File: src/t1tx_map.svh
// Constants of the serial frame transmitter: rates, frame geometry and register map.
`ifndef T1TX_MAP_SVH
`define T1TX_MAP_SVH

// Line rate and system clock; one line bit lasts a whole number of pclk cycles.
`define T1TX_LINE_RATE_KHZ  1544
`define T1TX_PCLK_RATE_KHZ  125000
`define T1TX_BIT_CYCLES     (`T1TX_PCLK_RATE_KHZ / `T1TX_LINE_RATE_KHZ)

// Frame geometry.
`define T1TX_BIT_LAST       3'h7
`define T1TX_CHAN_LAST      5'h17
`define T1TX_FRAME_LAST     4'hb
`define T1TX_FRAME_FIRST    4'h0
`define T1TX_TEST_CHAN_LAST 5'h01
`define T1TX_TEST_BIT_LAST  3'h3
`define T1TX_STROBE_LOW_MAX 3'h2
`define T1TX_SIG_FRAME_A    4'h5
`define T1TX_SIG_FRAME_B    4'hb
`define T1TX_ALIGN_PATTERN  12'h3b1

// Sample bit positions (bit 1 of the sample sits at index 0).
`define T1TX_POS_BIT2       1
`define T1TX_POS_BIT7       6
`define T1TX_POS_BIT8       7

// Register map.
`define T1TX_OFS_CTRL       12'h000
`define T1TX_OFS_STATUS     12'h004
`define T1TX_CTRL_RESET     6'h00

`endif

File: src/t1tx_pkg.sv
// Types shared by the serial frame transmitter.
package t1tx_pkg;

   typedef struct packed {
      logic alarm;
      logic stuff_bit7_select;
      logic zero_monitor_inhibit;
      logic common_channel_strap;
      logic loop;
      logic test;
   } t1tx_ctrl_t;

   typedef struct packed {
      logic       fbit;
      logic [4:0] chan;
      logic [2:0] bitn;
   } t1tx_slot_t;

   typedef struct packed {
      logic [7:0] data;
      logic       hw_a;
      logic       hw_b;
      logic       alarm;
   } t1tx_sample_t;

   typedef struct packed {
      logic [3:0] frame;
      t1tx_slot_t slot;
   } t1tx_status_t;

endpackage

File: src/t1tx_sync.sv
// Two-stage synchroniser for a group of pin inputs.
module t1tx_sync #(
   parameter int unsigned W = 1
) (
   // Clock, reset and freeze
   input  wire logic         pclk,
   input  wire logic         presetn,
   input  wire logic         ce,
   // Data
   input  wire logic [W-1:0] d,
   output logic      [W-1:0] q
);

   logic [W-1:0] meta;

   always_ff @(posedge pclk or negedge presetn) begin
      if (!presetn) begin
         meta <= '0;
         q    <= '0;
      end else if (ce) begin
         meta <= d;
         q    <= meta;
      end
   end

endmodule

File: src/t1tx_framer.sv
// Serial frame transmitter: counters, sample shaping, line outputs and APB registers.
`include "t1tx_map.svh"

module t1tx_framer #(
   parameter int unsigned BIT_CYCLES = `T1TX_BIT_CYCLES
) (
   // Clock, reset and freeze
   input  wire logic        pclk,
   input  wire logic        presetn,
   input  wire logic        ce,
   // APB slave
   input  wire logic        psel,
   input  wire logic        penable,
   input  wire logic        pwrite,
   input  wire logic [11:0] paddr,
   input  wire logic [31:0] pwdata,
   output logic      [31:0] prdata,
   output logic             pready,
   output logic             pslverr,
   // Sample source
   input  wire logic [7:0]  sample_in,
   input  wire logic        highway_a_in,
   input  wire logic        highway_b_in,
   input  wire logic        s_bit_in,
   output logic             channel_load_strobe_n,
   // Timing
   input  wire logic        bit_counter_sync_in,
   input  wire logic        frame_counter_sync_in,
   output logic             frame_start_pulse,
   output logic             multiframe_strobe,
   // Line
   output logic             binary_serial_out,
   output logic             unipolar_out_a,
   output logic             unipolar_out_b
);

   localparam logic [7:0] DIV_LAST = 8'(BIT_CYCLES - 1);
   localparam logic [7:0] DIV_HALF = 8'(BIT_CYCLES / 2);
   localparam t1tx_pkg::t1tx_slot_t FRAME_SLOT = '{fbit: 1'b1, chan: 5'h00, bitn: 3'h0};

   t1tx_pkg::t1tx_ctrl_t   ctrl;
   t1tx_pkg::t1tx_slot_t   slot;
   t1tx_pkg::t1tx_slot_t   adv;
   t1tx_pkg::t1tx_slot_t   next_slot;
   t1tx_pkg::t1tx_sample_t held;
   t1tx_pkg::t1tx_status_t status;
   logic [7:0]             div;
   logic [7:0]             cur;
   logic [7:0]             shaped;
   logic [3:0]             frame;
   logic [3:0]             next_frame;
   logic [12:0]            pins_s;
   logic [7:0]             sample_s;
   logic                   hw_a_s;
   logic                   hw_b_s;
   logic                   s_bit_s;
   logic                   bsync_s;
   logic                   fsync_s;
   logic                   tick_rise;
   logic                   tick_fall;
   logic                   frame_inc;
   logic                   load_now;
   logic                   line_bit;
   logic                   out_bit;
   logic                   pol;
   logic                   access;
   logic                   mapped;
   logic                   loop_on;

   // Every sample, highway, signalling and sync pin input crosses two flip-flops before anything looks at it.
   t1tx_sync #(
      .W (13)
   ) u_sync (
      .pclk    (pclk),
      .presetn (presetn),
      .ce      (ce),
      .d       ({sample_in, highway_a_in, highway_b_in, s_bit_in,
                 bit_counter_sync_in, frame_counter_sync_in}),
      .q       (pins_s)
   );

   assign sample_s = pins_s[12:5];
   assign hw_a_s   = pins_s[4];
   assign hw_b_s   = pins_s[3];
   assign s_bit_s  = pins_s[2];
   assign bsync_s  = pins_s[1];
   assign fsync_s  = pins_s[0];
   assign loop_on  = ctrl.loop;

   function automatic logic is_sig_frame(input logic [3:0] f, input logic strap);
      is_sig_frame = !strap && (f == `T1TX_SIG_FRAME_A || f == `T1TX_SIG_FRAME_B);
   endfunction

   function automatic t1tx_pkg::t1tx_slot_t step_slot(input t1tx_pkg::t1tx_slot_t s,
                                                      input logic test);
      step_slot = s;
      if (s.fbit) begin
         step_slot = '{fbit: 1'b0, chan: 5'h00, bitn: 3'h0};
      end else if ((s.bitn == `T1TX_BIT_LAST && s.chan == `T1TX_CHAN_LAST) ||
                   (test && s.chan == `T1TX_TEST_CHAN_LAST &&
                    s.bitn == `T1TX_TEST_BIT_LAST)) begin
         step_slot = FRAME_SLOT;
      end else if (s.bitn == `T1TX_BIT_LAST) begin
         step_slot.bitn = 3'h0;
         step_slot.chan = 5'(s.chan + 5'h01);
      end else begin
         step_slot.bitn = 3'(s.bitn + 3'h1);
      end
   endfunction

   function automatic logic [7:0] shape(input t1tx_pkg::t1tx_sample_t smp,
                                        input logic [3:0] f,
                                        input t1tx_pkg::t1tx_ctrl_t c);
      logic hw;
      shape = smp.data;
      hw    = (f == `T1TX_SIG_FRAME_B) ? smp.hw_b : smp.hw_a;
      if (smp.alarm) begin
         shape[`T1TX_POS_BIT2] = 1'b0;
      end
      if (is_sig_frame(f, c.common_channel_strap)) begin
         shape[`T1TX_POS_BIT8] = hw;
         if (!c.zero_monitor_inhibit && shape[6:0] == 7'h00 && !hw) begin
            shape[`T1TX_POS_BIT7] = 1'b1;
         end
      end else if (!c.zero_monitor_inhibit && shape == 8'h00) begin
         if (c.stuff_bit7_select) begin
            shape[`T1TX_POS_BIT7] = 1'b1;
         end else begin
            shape[`T1TX_POS_BIT8] = 1'b1;
         end
      end
   endfunction

   // Line bit timing: rising line edge at the end of a bit, falling edge half-way.
   always_ff @(posedge pclk or negedge presetn) begin
      if (!presetn) begin
         div <= 8'h00;
      end else if (ce) begin
         div <= (div == DIV_LAST) ? 8'h00 : 8'(div + 8'h01);
      end
   end

   assign tick_rise = ce && (div == DIV_LAST);
   assign tick_fall = ce && (div == DIV_HALF);

   always_comb begin
      adv        = step_slot(slot, ctrl.test);
      next_slot  = slot;
      frame_inc  = 1'b0;
      if (bsync_s) begin
         next_slot = FRAME_SLOT;
      end else if (tick_rise) begin
         next_slot = adv;
         frame_inc = adv.fbit && !slot.fbit;
      end
      next_frame = frame;
      if (fsync_s) begin
         next_frame = `T1TX_FRAME_FIRST;
      end else if (frame_inc) begin
         next_frame = (frame == `T1TX_FRAME_LAST) ? `T1TX_FRAME_FIRST : 4'(frame + 4'h1);
      end
      shaped = shape(held, next_frame, ctrl);
      if (next_slot.fbit) begin
         if (next_frame[0] && ctrl.common_channel_strap) begin
            line_bit = s_bit_s;
         end else begin
            line_bit = 1'(`T1TX_ALIGN_PATTERN >> next_frame);
         end
      end else if (next_slot.bitn == 3'h0) begin
         line_bit = shaped[0];
      end else begin
         line_bit = cur[next_slot.bitn];
      end
      out_bit  = fsync_s | line_bit;
      load_now = tick_rise && ((!next_slot.fbit && next_slot.bitn == `T1TX_BIT_LAST) ||
                               (next_slot.fbit && (bsync_s || slot.bitn != `T1TX_BIT_LAST)));
   end

   // Bit, channel and frame counters.
   always_ff @(posedge pclk or negedge presetn) begin
      if (!presetn) begin
         slot  <= FRAME_SLOT;
         frame <= `T1TX_FRAME_FIRST;
      end else if (ce) begin
         slot  <= next_slot;
         frame <= next_frame;
      end
   end

   // Multiframe strobe follows the frame number's parity, so frame sync sets it at once.
   always_ff @(posedge pclk or negedge presetn) begin
      if (!presetn) begin
         multiframe_strobe <= 1'b1;
      end else if (ce) begin
         multiframe_strobe <= ~next_frame[0];
      end
   end

   // Next sample, highway bits and alarm are caught together when the strobe falls.
   always_ff @(posedge pclk or negedge presetn) begin
      if (!presetn) begin
         held <= '0;
      end else if (load_now) begin
         held <= '{data: sample_s, hw_a: hw_a_s, hw_b: hw_b_s, alarm: ctrl.alarm};
      end
   end

   // The shaped sample moves to the output register as its first bit goes out.
   always_ff @(posedge pclk or negedge presetn) begin
      if (!presetn) begin
         cur <= 8'h00;
      end else if (tick_rise && !next_slot.fbit && next_slot.bitn == 3'h0) begin
         cur <= shaped;
      end
   end

   always_ff @(posedge pclk or negedge presetn) begin
      if (!presetn) begin
         channel_load_strobe_n <= 1'b1;
      end else if (tick_rise) begin
         channel_load_strobe_n <= !(next_slot.fbit || next_slot.bitn == `T1TX_BIT_LAST ||
                                    next_slot.bitn <= `T1TX_STROBE_LOW_MAX);
      end
   end

   // Line outputs; the polarity flop remembers which unipolar leg carried the last one.
   always_ff @(posedge pclk or negedge presetn) begin
      if (!presetn) begin
         binary_serial_out <= 1'b0;
         unipolar_out_a    <= 1'b0;
         unipolar_out_b    <= 1'b0;
         pol               <= 1'b0;
      end else if (tick_rise) begin
         binary_serial_out <= out_bit;
         if (ctrl.loop) begin
            unipolar_out_a <= ~unipolar_out_a;
            unipolar_out_b <= unipolar_out_a;
         end else if (out_bit) begin
            pol            <= ~pol;
            unipolar_out_a <= ~pol;
            unipolar_out_b <= pol;
         end else begin
            unipolar_out_a <= 1'b0;
            unipolar_out_b <= 1'b0;
         end
      end
   end

   // Sampled at mid-bit so it straddles the framing bit and the first data bit.
   always_ff @(posedge pclk or negedge presetn) begin
      if (!presetn) begin
         frame_start_pulse <= 1'b0;
      end else if (tick_fall) begin
         frame_start_pulse <= slot.fbit;
      end
   end

   // APB slave: one wait state, answer and data both registered.
   assign access = psel && penable;
   assign mapped = (paddr == `T1TX_OFS_CTRL) || (paddr == `T1TX_OFS_STATUS);
   assign status = '{frame: frame, slot: slot};

   always_ff @(posedge pclk or negedge presetn) begin
      if (!presetn) begin
         pready  <= 1'b0;
         pslverr <= 1'b0;
         prdata  <= 32'h0000_0000;
      end else if (ce) begin
         pready  <= access && !pready;
         pslverr <= access && !pready && !mapped;
         prdata  <= 32'h0000_0000;
         if (access && !pready && !pwrite) begin
            if (paddr == `T1TX_OFS_CTRL) begin
               prdata <= 32'(ctrl);
            end else if (paddr == `T1TX_OFS_STATUS) begin
               prdata <= 32'(status);
            end
         end
      end
   end

   always_ff @(posedge pclk or negedge presetn) begin
      if (!presetn) begin
         ctrl <= `T1TX_CTRL_RESET;
      end else if (ce && access && pready && pwrite && paddr == `T1TX_OFS_CTRL) begin
         ctrl <= pwdata[$bits(t1tx_pkg::t1tx_ctrl_t)-1:0];
      end
   end

   property p_zero_clears_pair;
      @(posedge pclk) disable iff (!presetn)
      tick_rise && !loop_on && !out_bit |=> !unipolar_out_a && !unipolar_out_b;
   endproperty
   a_zero_clears_pair: assert property (p_zero_clears_pair)
      else $error("unipolar pair not cleared on a zero");

   property p_one_complements;
      @(posedge pclk) disable iff (!presetn)
      tick_rise && !loop_on && out_bit |=> unipolar_out_a != unipolar_out_b && binary_serial_out;
   endproperty
   a_one_complements: assert property (p_one_complements)
      else $error("unipolar pair not complementary on a one");

   // Toggling is only defined once the bit before was a one; after a zero both legs sit low.
   property p_held_fsync;
      @(posedge pclk) disable iff (!presetn)
      tick_rise && fsync_s && !loop_on && binary_serial_out
         |=> binary_serial_out && unipolar_out_a != $past(unipolar_out_a);
   endproperty
   a_held_fsync: assert property (p_held_fsync)
      else $error("held frame sync did not force toggling ones");

   property p_loop_toggle;
      @(posedge pclk) disable iff (!presetn)
      tick_rise && loop_on |=> unipolar_out_a != $past(unipolar_out_a);
   endproperty
   a_loop_toggle: assert property (p_loop_toggle)
      else $error("loop mode did not alternate the unipolar output");

   property p_fsync_frame;
      @(posedge pclk) disable iff (!presetn)
      ce && $rose(fsync_s) |=> frame == `T1TX_FRAME_FIRST ##1 multiframe_strobe;
   endproperty
   a_fsync_frame: assert property (p_fsync_frame)
      else $error("frame sync did not set frame one");

   property p_bsync_hold;
      @(posedge pclk) disable iff (!presetn)
      ce && bsync_s |=> slot.fbit && slot.chan == 5'h00;
   endproperty
   a_bsync_hold: assert property (p_bsync_hold)
      else $error("bit sync did not hold the framing slot");

   // Bit sync and the short test frame also pull the strobe low at the framing slot; after reset it first falls as that slot ends.
   property p_strobe_fall;
      @(posedge pclk) disable iff (!presetn)
      $fell(channel_load_strobe_n) && !$past(ctrl.test) && !$past(slot.fbit) && !$past(bsync_s)
         |-> !slot.fbit && slot.bitn == `T1TX_BIT_LAST;
   endproperty
   a_strobe_fall: assert property (p_strobe_fall)
      else $error("load strobe fell outside bit eight");

   property p_test_wrap;
      @(posedge pclk) disable iff (!presetn)
      tick_rise && ctrl.test && !bsync_s && !slot.fbit && slot.chan == `T1TX_TEST_CHAN_LAST &&
         slot.bitn == `T1TX_TEST_BIT_LAST |=> slot.fbit;
   endproperty
   a_test_wrap: assert property (p_test_wrap)
      else $error("test mode frame did not wrap after thirteen bits");

   property p_sync_pulse_fall;
      @(posedge pclk) disable iff (!presetn)
      !$stable(frame_start_pulse) |-> $past(tick_fall);
   endproperty
   a_sync_pulse_fall: assert property (p_sync_pulse_fall)
      else $error("frame start pulse moved off the mid-bit point");

   property p_sync_pulse_slot;
      @(posedge pclk) disable iff (!presetn)
      $rose(frame_start_pulse) |-> slot.fbit;
   endproperty
   a_sync_pulse_slot: assert property (p_sync_pulse_slot)
      else $error("frame start pulse rose outside the framing bit");

   property p_mf_strobe;
      @(posedge pclk) disable iff (!presetn)
      slot.fbit && $stable(frame) && !frame[0] |-> multiframe_strobe;
   endproperty
   a_mf_strobe: assert property (p_mf_strobe)
      else $error("multiframe strobe low during a frame alignment bit");

endmodule

File: config.mk
export PLATFORM = sky130hd
export DESIGN_NAME = t1tx_framer
export DESIGN_NICKNAME = d
export VERILOG_FILES = /design/src/t1tx_pkg.sv /design/src/t1tx_sync.sv /design/src/t1tx_framer.sv
export VERILOG_INCLUDE_DIRS = /design/src
export SDC_FILE = /design/constraint.sdc
export NUM_CORES = 1
export LEC_CHECK = 0
export ABC_AREA = 1
export BUFFER_PORTS_ARGS = -buffer_cell sky130_fd_sc_hd__buf_2
export CORE_ASPECT_RATIO = 0.5
export CORE_MARGIN = 2
export CORE_UTILIZATION = 55
export CTS_CLUSTER_DIAMETER = 30
export CTS_CLUSTER_SIZE = 24
export DETAILED_ROUTE_END_ITERATION = 7
export PLACE_DENSITY = 0.87
export SYNTH_ARGS = -nofsm -noshare
export SYNTH_HDL_FRONTEND = slang
export SYNTH_SLANG_ARGS = --single-unit
File: constraint.sdc
create_clock -name pclk -period 2.8 [get_ports pclk]
set_input_delay 0 -clock pclk [delete_from_list [all_inputs] [get_ports pclk]]
set_output_delay 0 -clock pclk [all_outputs]
set_load 0.02 [all_outputs]
==> Word level (Yosys, flattened, before mapping) <==
Cells that the tools add are included.
{ "totals": {"regBits": 113, "elab_cells": 132} }
{ "classes": {"add_sub_neg": 4, "magnitude_cmp": 2, "n_eq_ne": 12, "shift": 1, "mux": 32, "n_bitwise": 5, "reduce_logical": 48} }
{ "ops": {"columns": ["op", "n"], "rows": [
  ["13-bit 2-to-1 mux", 3],
  ["9-bit 2-to-1 mux", 3],
  ["1-bit logical AND", 24],
  ["1-bit 2-to-1 mux", 16],
  ["8-bit 2-to-1 mux", 2],
  ["12-bit by 3-bit equality test with 1-bit output, second input constant", 1],
  ["12-bit logical NOT", 1],
  ["4-bit 2-to-1 mux", 3],
  ["10-bit by 4-bit right shift with 1-bit output, first input constant", 1],
  ["1-bit logical NOT", 9],
  ["8-bit by 1-bit adder with 8-bit output, second input constant", 1],
  ["4-bit equality test, second input constant", 2],
  ["8-bit by 6-bit equality test with 1-bit output, second input constant", 1],
  ["8-bit by 7-bit equality test with 1-bit output, second input constant", 1],
  ["8-bit logical NOT", 1],
  ["7-bit logical NOT", 1],
  ["1-bit logical OR", 7],
  ["3-bit equality test, second input constant", 2],
  ["3-bit AND reduction", 2],
  ["5-bit by 1-bit adder with 5-bit output, second input constant", 1],
  ["5-bit by 1-bit equality test with 1-bit output, second input constant", 1],
  ["5-bit equality test, second input constant", 1],
  ["5-bit 2-to-1 mux", 1],
  ["4-bit by 1-bit adder with 4-bit output, second input constant", 1],
  ["other kinds (14)", 18]
]} }

==> Depth between registers and ports, before layout <==
Gate-level depths: netlist (run 1).
{ "logic_depth": {"depth_word": 17, "mapped_depth": 20, "ltp_nobuf": 20} }

==> Hierarchy <==
A second synthesis (run 1) with hierarchy kept.
{ "unflattened": {"cells_unflattened": 588, "area_unflattened_um2": 4860.9} }
{ "by_module_without_submodules": {"columns": ["module", "instances", "cells_per_inst", "area_per_inst_um2"], "rows": [
  ["t1tx_framer", 1, 478, 3837.4],
  ["t1tx_sync", 1, 110, 1023.5]
]} }

==> Worst setup path before layout (run 1) <==
OpenSTA, ideal clock, no wires.
{ "synth_path": {"path_type": "flip-flop to flip-flop", "start": "register slot[0] in the netlist's numbering", "end": "register held[10] in the netlist's numbering", "arrival_time_ps": 1985, "required_time_ps": 2682, "setup_slack_ps": 697, "stages_incl_launch_ff": 16, "path_cell_list": "dfrtp_1 ha_1 ha_1 nand2_1 inv_1 nand3_1 nand3_1 a21oi_4 inv_2 nor2_2 nand2_1 nand2_2 nand3_2 buf_6 a21oi_1 inv_1"} }
{ "synth_between": {"elab_chain_len": 11, "elab_cells_between_ends": 20, "cone_classes": "add/sub (1); eq/ne (4); mux (6); reduce/logical (9)"} }
{ "synth_rtl": {"columns": ["element", "line_no", "rtl"], "rows": [
  ["start, declared", "t1tx_framer.sv:42", "t1tx_pkg::t1tx_slot_t slot;"],
  ["start signal, assigned", "t1tx_framer.sv:185", "slot <= next_slot;"],
  ["branches (longest 9 deep; another with 3-bit by 1-bit adder with 3-bit output)", null, null],
  ["1-bit logical OR (*)", "t1tx_framer.sv:175", "load_now = tick_rise && ((!next_slot.fbit && next_slot.bitn == `T1TX_BIT_LAST) ||"],
  ["1-bit logical AND (*)", "t1tx_framer.sv:175", null],
  ["end signal, assigned", "t1tx_framer.sv:204", "held <= '{data: sample_s, hw_a: hw_a_s, hw_b: hw_b_s, alarm: ctrl.alarm};"],
  ["end, declared", "t1tx_framer.sv:45", "t1tx_pkg::t1tx_sample_t held;"]
]} }
Every way passes the cells marked *. The select of a mux whose other input is x is not followed.
A chain may end at the register's enable or synchronous reset.

==> Worst setup path after layout (run 1) <==
{ "layout_path": {"start": "register slot[0] in the netlist's numbering", "end": "register held[1] in the netlist's numbering"} }
The elaborated chain is that of the path after synthesis.

==> results of run 1 <==
==> power by group through the flow <==
stage	clock network [W]	logic, W	registers, W
6_report	0.00131	0.000627	0.00160
2_1_floorplan	0	0.000429	0.00163
5_1_grt	0.00140	0.000717	0.00162
4_1_cts	0.00133	0.000631	0.00160
3_3_place_gp	0	0.000571	0.00162
3_5_place_dp	0	0.000604	0.00163
==> cell families (layout without fill, tap and decap cells) <==
logic type	count (synthesis)	after routing	share of synthesized area
other cells	1	19	0.0007811
buf+inv	115	183	0.1082
fa+ha+maj	8	8	0.02085
flops	93	93	0.4855
mux	5	5	0.01121
xor+xnor	4	4	0.007297
compound gates	80	80	0.1037
simple gates	279	279	0.2624
==> layout by cell type, fill, tap and decap left out, drive strengths merged, types with 2 or more instances in the layout <==
cell | netlist | layout
clkbuf | 11 | 11
conb | 1 | 19
nand3 | 39 | 39
dfstp | 3 | 3
nor2 | 59 | 59
nor4 | 6 | 6
nor3 | 5 | 5
nand4 | 8 | 8
buf | 22 | 64
clkinv | 1 | 3
a31oi | 2 | 2
o21bai | 2 | 2
nand2 | 159 | 159
ha | 8 | 8
bufinv | 0 | 2
inv | 81 | 82
a21oi | 23 | 23
a32o | 5 | 5
o21ai | 30 | 30
dlygate4sd3 | 0 | 21
xor2 | 4 | 4
dfrtp | 90 | 90
mux2 | 3 | 3
o31ai | 11 | 11
mux2i | 2 | 2
o22ai | 4 | 4
==> stage by stage <==
stage,util,instance area (sq um),power (W),setup slack (ns)
final,0.6613,5679,0.003545,0.3469
after global placement,0.5989,5144,0.002188,0.4886
after global routing,0.6613,5679,0.003741,0.09886
after floorplan,-,4868,0.002057,0.6971
after CTS,0.6613,5679,0.003563,0.3448
after detailed placement,0.5989,5144,0.002230,0.3696
==> cell type report <==
cell class                      count  area (sq um)
Multi-Input combinational cell    395          2018
Clock buffer                       11         242.7
Sequential cell                    93          2331
Clock inverter                      5         82.58
Timing Repair Buffer               85         550.5
Fill cell                         696          2909
Tap cell                          117         146.4
Inverter                           82         307.8
==> per-layer routing <==
metal | vias to the layer above | routed length, um
met5 | - | 0
met4 | 0 | 188
li1 | 2003 | -
met1 | 1895 | 4502
met2 | 157 | 5037
met3 | 20 | 777
==> critical path: stages, from the launching register on <==
cell and delay, ns:
dfrtp_1 0.42, ha_1 0.23, ha_1 0.22, nor2_1 0.18
nand3_1 0.15, a21oi_4 0.26, inv_2 0.08, nor2_2 0.11
nand2_1 0.07, nand2_2 0.08, nand3_2 0.07, buf_4 0.23
a21oi_1 0.18, inv_1 0.05
==> sequential cells by signal (all words and copies together) (netlist names), 4 cells and up <==
register     cells
prdata          13
u_sync.meta     13
u_sync.q        13
held            11
slot             9
div              8
cur              7
ctrl             5
frame            4
==> worst paths after layout <==
kind                                            start                                end  slack (ns)
max reg2reg                       slot[0]$_DFFE_PN0P_                held[1]$_DFFE_PN0P_        0.35
max                               slot[0]$_DFFE_PN0P_                held[1]$_DFFE_PN0P_        0.35
min reg2reg                u_sync.meta[8]$_DFFE_PN0P_         u_sync.meta[8]$_DFFE_PN0P_        0.47
min                                            pwrite              prdata[4]$_DFFE_PN0P_        0.12
max in group asynchronous                     presetn  channel_load_strobe_n$_DFFE_PN1N_        1.79
min in group asynchronous                     presetn                 div[1]$_DFFE_PN0P_        0.19
==> out/metrics.csv, run 1 <==
metric,value,unit
initial_core_util,0.5590,
hold_slack,0.1248,ns
wl_per_cell,13.33,um
internal-power,0.002521,W
hpwl,7410,um
drtIter0Drc,438,
cts_setup_buffers,0,
core.rowCount,24,
yosysTopAreaCellShare,0.4691,
synth.largest_area_cell,dfrtp_1,
cp-start-kind,register,
nets,737,
cts_resized,0,
r2r_cells,13,
comb_power_share,0.177,
syn_to_final_growth,18.30,%
yosysMostFrequentCell,nand2_1,
cts_tree,built,
drc,0,
vias_per_cell,5.171,
fin_worst_skew,0.005490,ns
p_leak,3.042,nW
criticalPathCategory,register to register,
grt_pass1_wl,17480,um
status,"finished, final reports clean",
power_density,624.3,nW/um^2
relSlewSlack,0.6171,
cp.required,3.04,ns
crit_fanout,21,
timing.final.crit_share,0.8761,
min_path_cells,3,
drv_slew,0,
syn_inst,585,
grt_busiest_layer,met2,
cp.arrival,2.69,ns
grt_util_met3,0.05519,
peakVddDrop,323.9,uV
critPathCaptureType,register,
yosys-top-cells-count,"nand2_1 (149), dfrtp_1 (90), inv_1 (75), nor2_1 (41), nand3_1 (35)",
setup_tns,0,ns
drt_wl_total,10510,um
io_pins,103,
cts_num_sinks,93,
firstDrtPassIters,5,
drive_gt1_frac,0.1908,
setup_viol,0,
cts-hold-fix-buffers,21,
seq_power_share,0.453,
synth_edf_count,0,
worstHoldPathType,input pin to register,
worstMarginPinSlew,0.5743,ns
avgSynthCellArea,8.207,sq um
die_h,70.07,um
synth_cell_types,41,
num_vias,4075,
clk_latency,0.35,ns
die_x,136.1,um
ys_seq_area_frac,0.4855,
track_usage,0.2361,
grt_max_degree,58,
antenna_found_initial,0,
antennaDiodeCount,0,
postRouteAntennaNets,0,
use_met1,0.3136,
yosys_most_used_dff,dfrtp_1,
dp_cells,751,
fmax,0.4076,GHz
die_area,9538,sq um
grt.overflow.total,0,
design.core.area,8588,sq um
portBuffers,57,
p_sw,0.001025,W
syn-cell-area,4801,sq um
cts_made_buffers,9,
yosys_warnings,0,
instances_no_fill,788,
ys_seq_elements,93,
async_flop_share,1.000,
place_congestion,0.9050,
root_buffer,clkbuf_16,
rsz0062_at_grt,no,
clkPwrFrac,0.371,
htreeDepth,3,
fin_crit,2.453,ns
power_switching_share,0.2890,
synth_area_leaders,"dfrtp_1 (47%), nand2_1 (12%), inv_1 (5.9%)",
finalHoldViolCount,0,
drv_cap,0,
grt_pass1_vias,3735,
cts_max_path_buffers,2,
path_clk_slew,0.06,ns
use_met2,0.3875,
Note: power is estimated with default switching activity, not from simulation.
==> run 2, diff against run 1 <==
--- a/config.mk
+++ b/config.mk
@@ -14,7 +14,9 @@
 export CTS_CLUSTER_DIAMETER = 30
 export CTS_CLUSTER_SIZE = 24
 export DETAILED_ROUTE_END_ITERATION = 7
+export GPL_ROUTABILITY_DRIVEN = 0
 export PLACE_DENSITY = 0.87
+export RECOVER_POWER = 50
 export SYNTH_ARGS = -nofsm -noshare
 export SYNTH_HDL_FRONTEND = slang
 export SYNTH_SLANG_ARGS = --single-unit
==> constraint.sdc (replaced) <==
create_clock -name pclk -period 3.1 [get_ports pclk]
set_input_delay 0 -clock pclk [delete_from_list [all_inputs] [get_ports pclk]]
set_output_delay 0 -clock pclk [all_outputs]
set_load 0.02 [all_outputs]
==> run 2 against run 1 <==
Die area is the same. Combinational power shrank 12%. Clock skew is essentially flat. Setup slack gained 0.060 ns. Register-to-register slack gained 0.06 ns. Clock power shrank 6%. Sequential power shrank 9%. Via count grew 0.49%. Cell count shrank 0.51%. Largest power group unchanged.
==> out/metrics.csv, run 2 (synthesized netlist as in run 1, its figures left out) <==
metric,value,unit
cts_made_buffers,9,
status,"finished, final reports clean",
syn_to_final_growth,17.17,%
timing.final.crit_share,0.8688,
instances_no_fill,784,
initial_core_util,0.5590,
internal-power,0.002320,W
p_sw,0.0009157,W
drv_slew,0,
io_pins,103,
design.core.area,8588,sq um
cp-start-kind,register,
seq_power_share,0.448,
top_regs,"prdata: 13 flops, u_sync.meta: 13 flops, u_sync.q: 13 flops",
die_area,9538,sq um
layout_commonest_cell,nand2_1,
hold_slack,0.1338,ns
antenna_found_initial,0,
power_density,575.1,nW/um^2
power_switching_share,0.2830,
worstHoldPathType,input pin to register,
fmax,0.3713,GHz
grt_max_degree,58,
clk_latency,0.35,ns
worstMarginPinSlew,1.389,ns
dp_cells,748,
fin_crit,2.693,ns
cts_max_path_buffers,2,
portBuffers,57,
fin_worst_skew,0.005252,ns
wl_per_cell,13.74,um
cp.required,3.33,ns
drt_wl_total,10770,um
firstDrtPassIters,7,
slowest_delay,0.41,ns
worstHoldStart,pwrite,
grt.overflow.total,0,
critPathCaptureType,register,
drv_cap,0,
nets,734,
track_usage,0.2409,
worstPathCellList,ha_1 -> ha_1 -> nor2_1 -> nand3_1 -> a21oi_4 -> inv_2 -> nor2_2 -> nand2_1 -> nand2_2 -> nand3_2 -> a21oi_1 -> inv_1,
relSlewSlack,0.07398,
crit_slowest_cell,nand3_2,
hpwl,7362,um
drc,0,
die_h,70.07,um
setup_tns,0,ns
clkPwrFrac,0.381,
core.rowCount,24,
drtIter0Drc,341,
cts_num_sinks,93,
num_vias,4095,
cp.arrival,2.92,ns
path_clk_slew,0.06,ns
vias_per_cell,5.223,
peakVddDrop,310.1,uV
comb_power_share,0.171,
grt_pass1_vias,3845,
reg2reg_from,slot[0]$_DFFE_PN0P_,
antennaDiodeCount,0,
finalHoldViolCount,0,
root_buffer,clkbuf_16,
cts_resized,0,
rsz0062_at_grt,no,
cts_setup_buffers,0,
num-fill-cells,727,
criticalPathCategory,register to register,
post-route-util,0.6550,
setup_viol,0,
htreeDepth,3,
drive_gt1_frac,0.1484,
cts_tree,built,
postRouteAntennaNets,0,
p_leak,2.929,nW
layout_common_cells,"nand2_1 (150), dfrtp_1 (90), inv_1 (75), nor2_1 (41), nand3_1 (35)",
crit_fanout,21,
critPathLaunch,slot[0]$_DFFE_PN0P_,
die_x,136.1,um
cts-hold-fix-buffers,21,
grt_pass1_wl,17820,um
cp_common_cell,ha_1,
## run 2: layer usage
layer  up-vias  track usage  wire, um
met1      1889       0.3236      4717
met4         0      0.09722       219
met3        21      0.06318       842
met5         -            0         0
li1       1997            -         -
met2       188       0.3752      4989
## run 2: final timing paths
check | to | cells past startpoint | slack [ns]
setup / recovery | held[3]$_DFFE_PN0P_ | 12 | 0.41
hold / removal | prdata[1]$_DFFE_PN0P_ | 3 | 0.13
setup reg to reg | held[3]$_DFFE_PN0P_ | 12 | 0.41
hold reg to reg | u_sync.meta[0]$_DFFE_PN0P_ | 2 | 0.48
max in group asynchronous | held[3]$_DFFE_PN0P_ | 3 | 1.08
min in group asynchronous | u_sync.meta[4]$_DFFE_PN0P_ | 2 | 0.52
## run 2: worst max-delay path: cells and delay by family (launching register included)
family          cells  cell delay (ns)
buf+inv             2             0.12
fa+ha+maj           2             0.46
compound gates      2             0.57
flops               1             0.40
simple gates        6             1.01
## run 2: power groups by stage
| stage | Clock [W] | Sequential (W) | Combinational, W |
|---|---|---|---|
| after floorplan | 0 | 0.00147 | 0.000388 |
| after CTS | 0.00124 | 0.00144 | 0.000564 |
| after global placement | 0 | 0.00146 | 0.000516 |
| after global routing | 0.00128 | 0.00147 | 0.000636 |
| final | 0.00123 | 0.00145 | 0.000554 |
| after detailed placement | 0 | 0.00147 | 0.000539 |
## run 2: final cells by class
class	count	area [sq um]	area share
flip-flops and latches	93	2331	0.4144
multi-input cells	395	2016	0.3583
repair buffers	82	494.2	0.08786
inverters	82	307.8	0.05472
clock buffers	11	232.7	0.04137
well taps	117	146.4	0.02602
clock inverters	4	97.59	0.01735
## run 2: per-stage QoR
step                      setup slack (ns)  power (W)  area (sq um)
after floorplan                     0.9971   0.001858          4868
after global placement              0.5409   0.001974          5121
after detailed placement            0.4279   0.002005          5121
after CTS                           0.4137   0.003253          5662
after global routing                0.1574   0.003387          5625
final                               0.4066   0.003235          5625
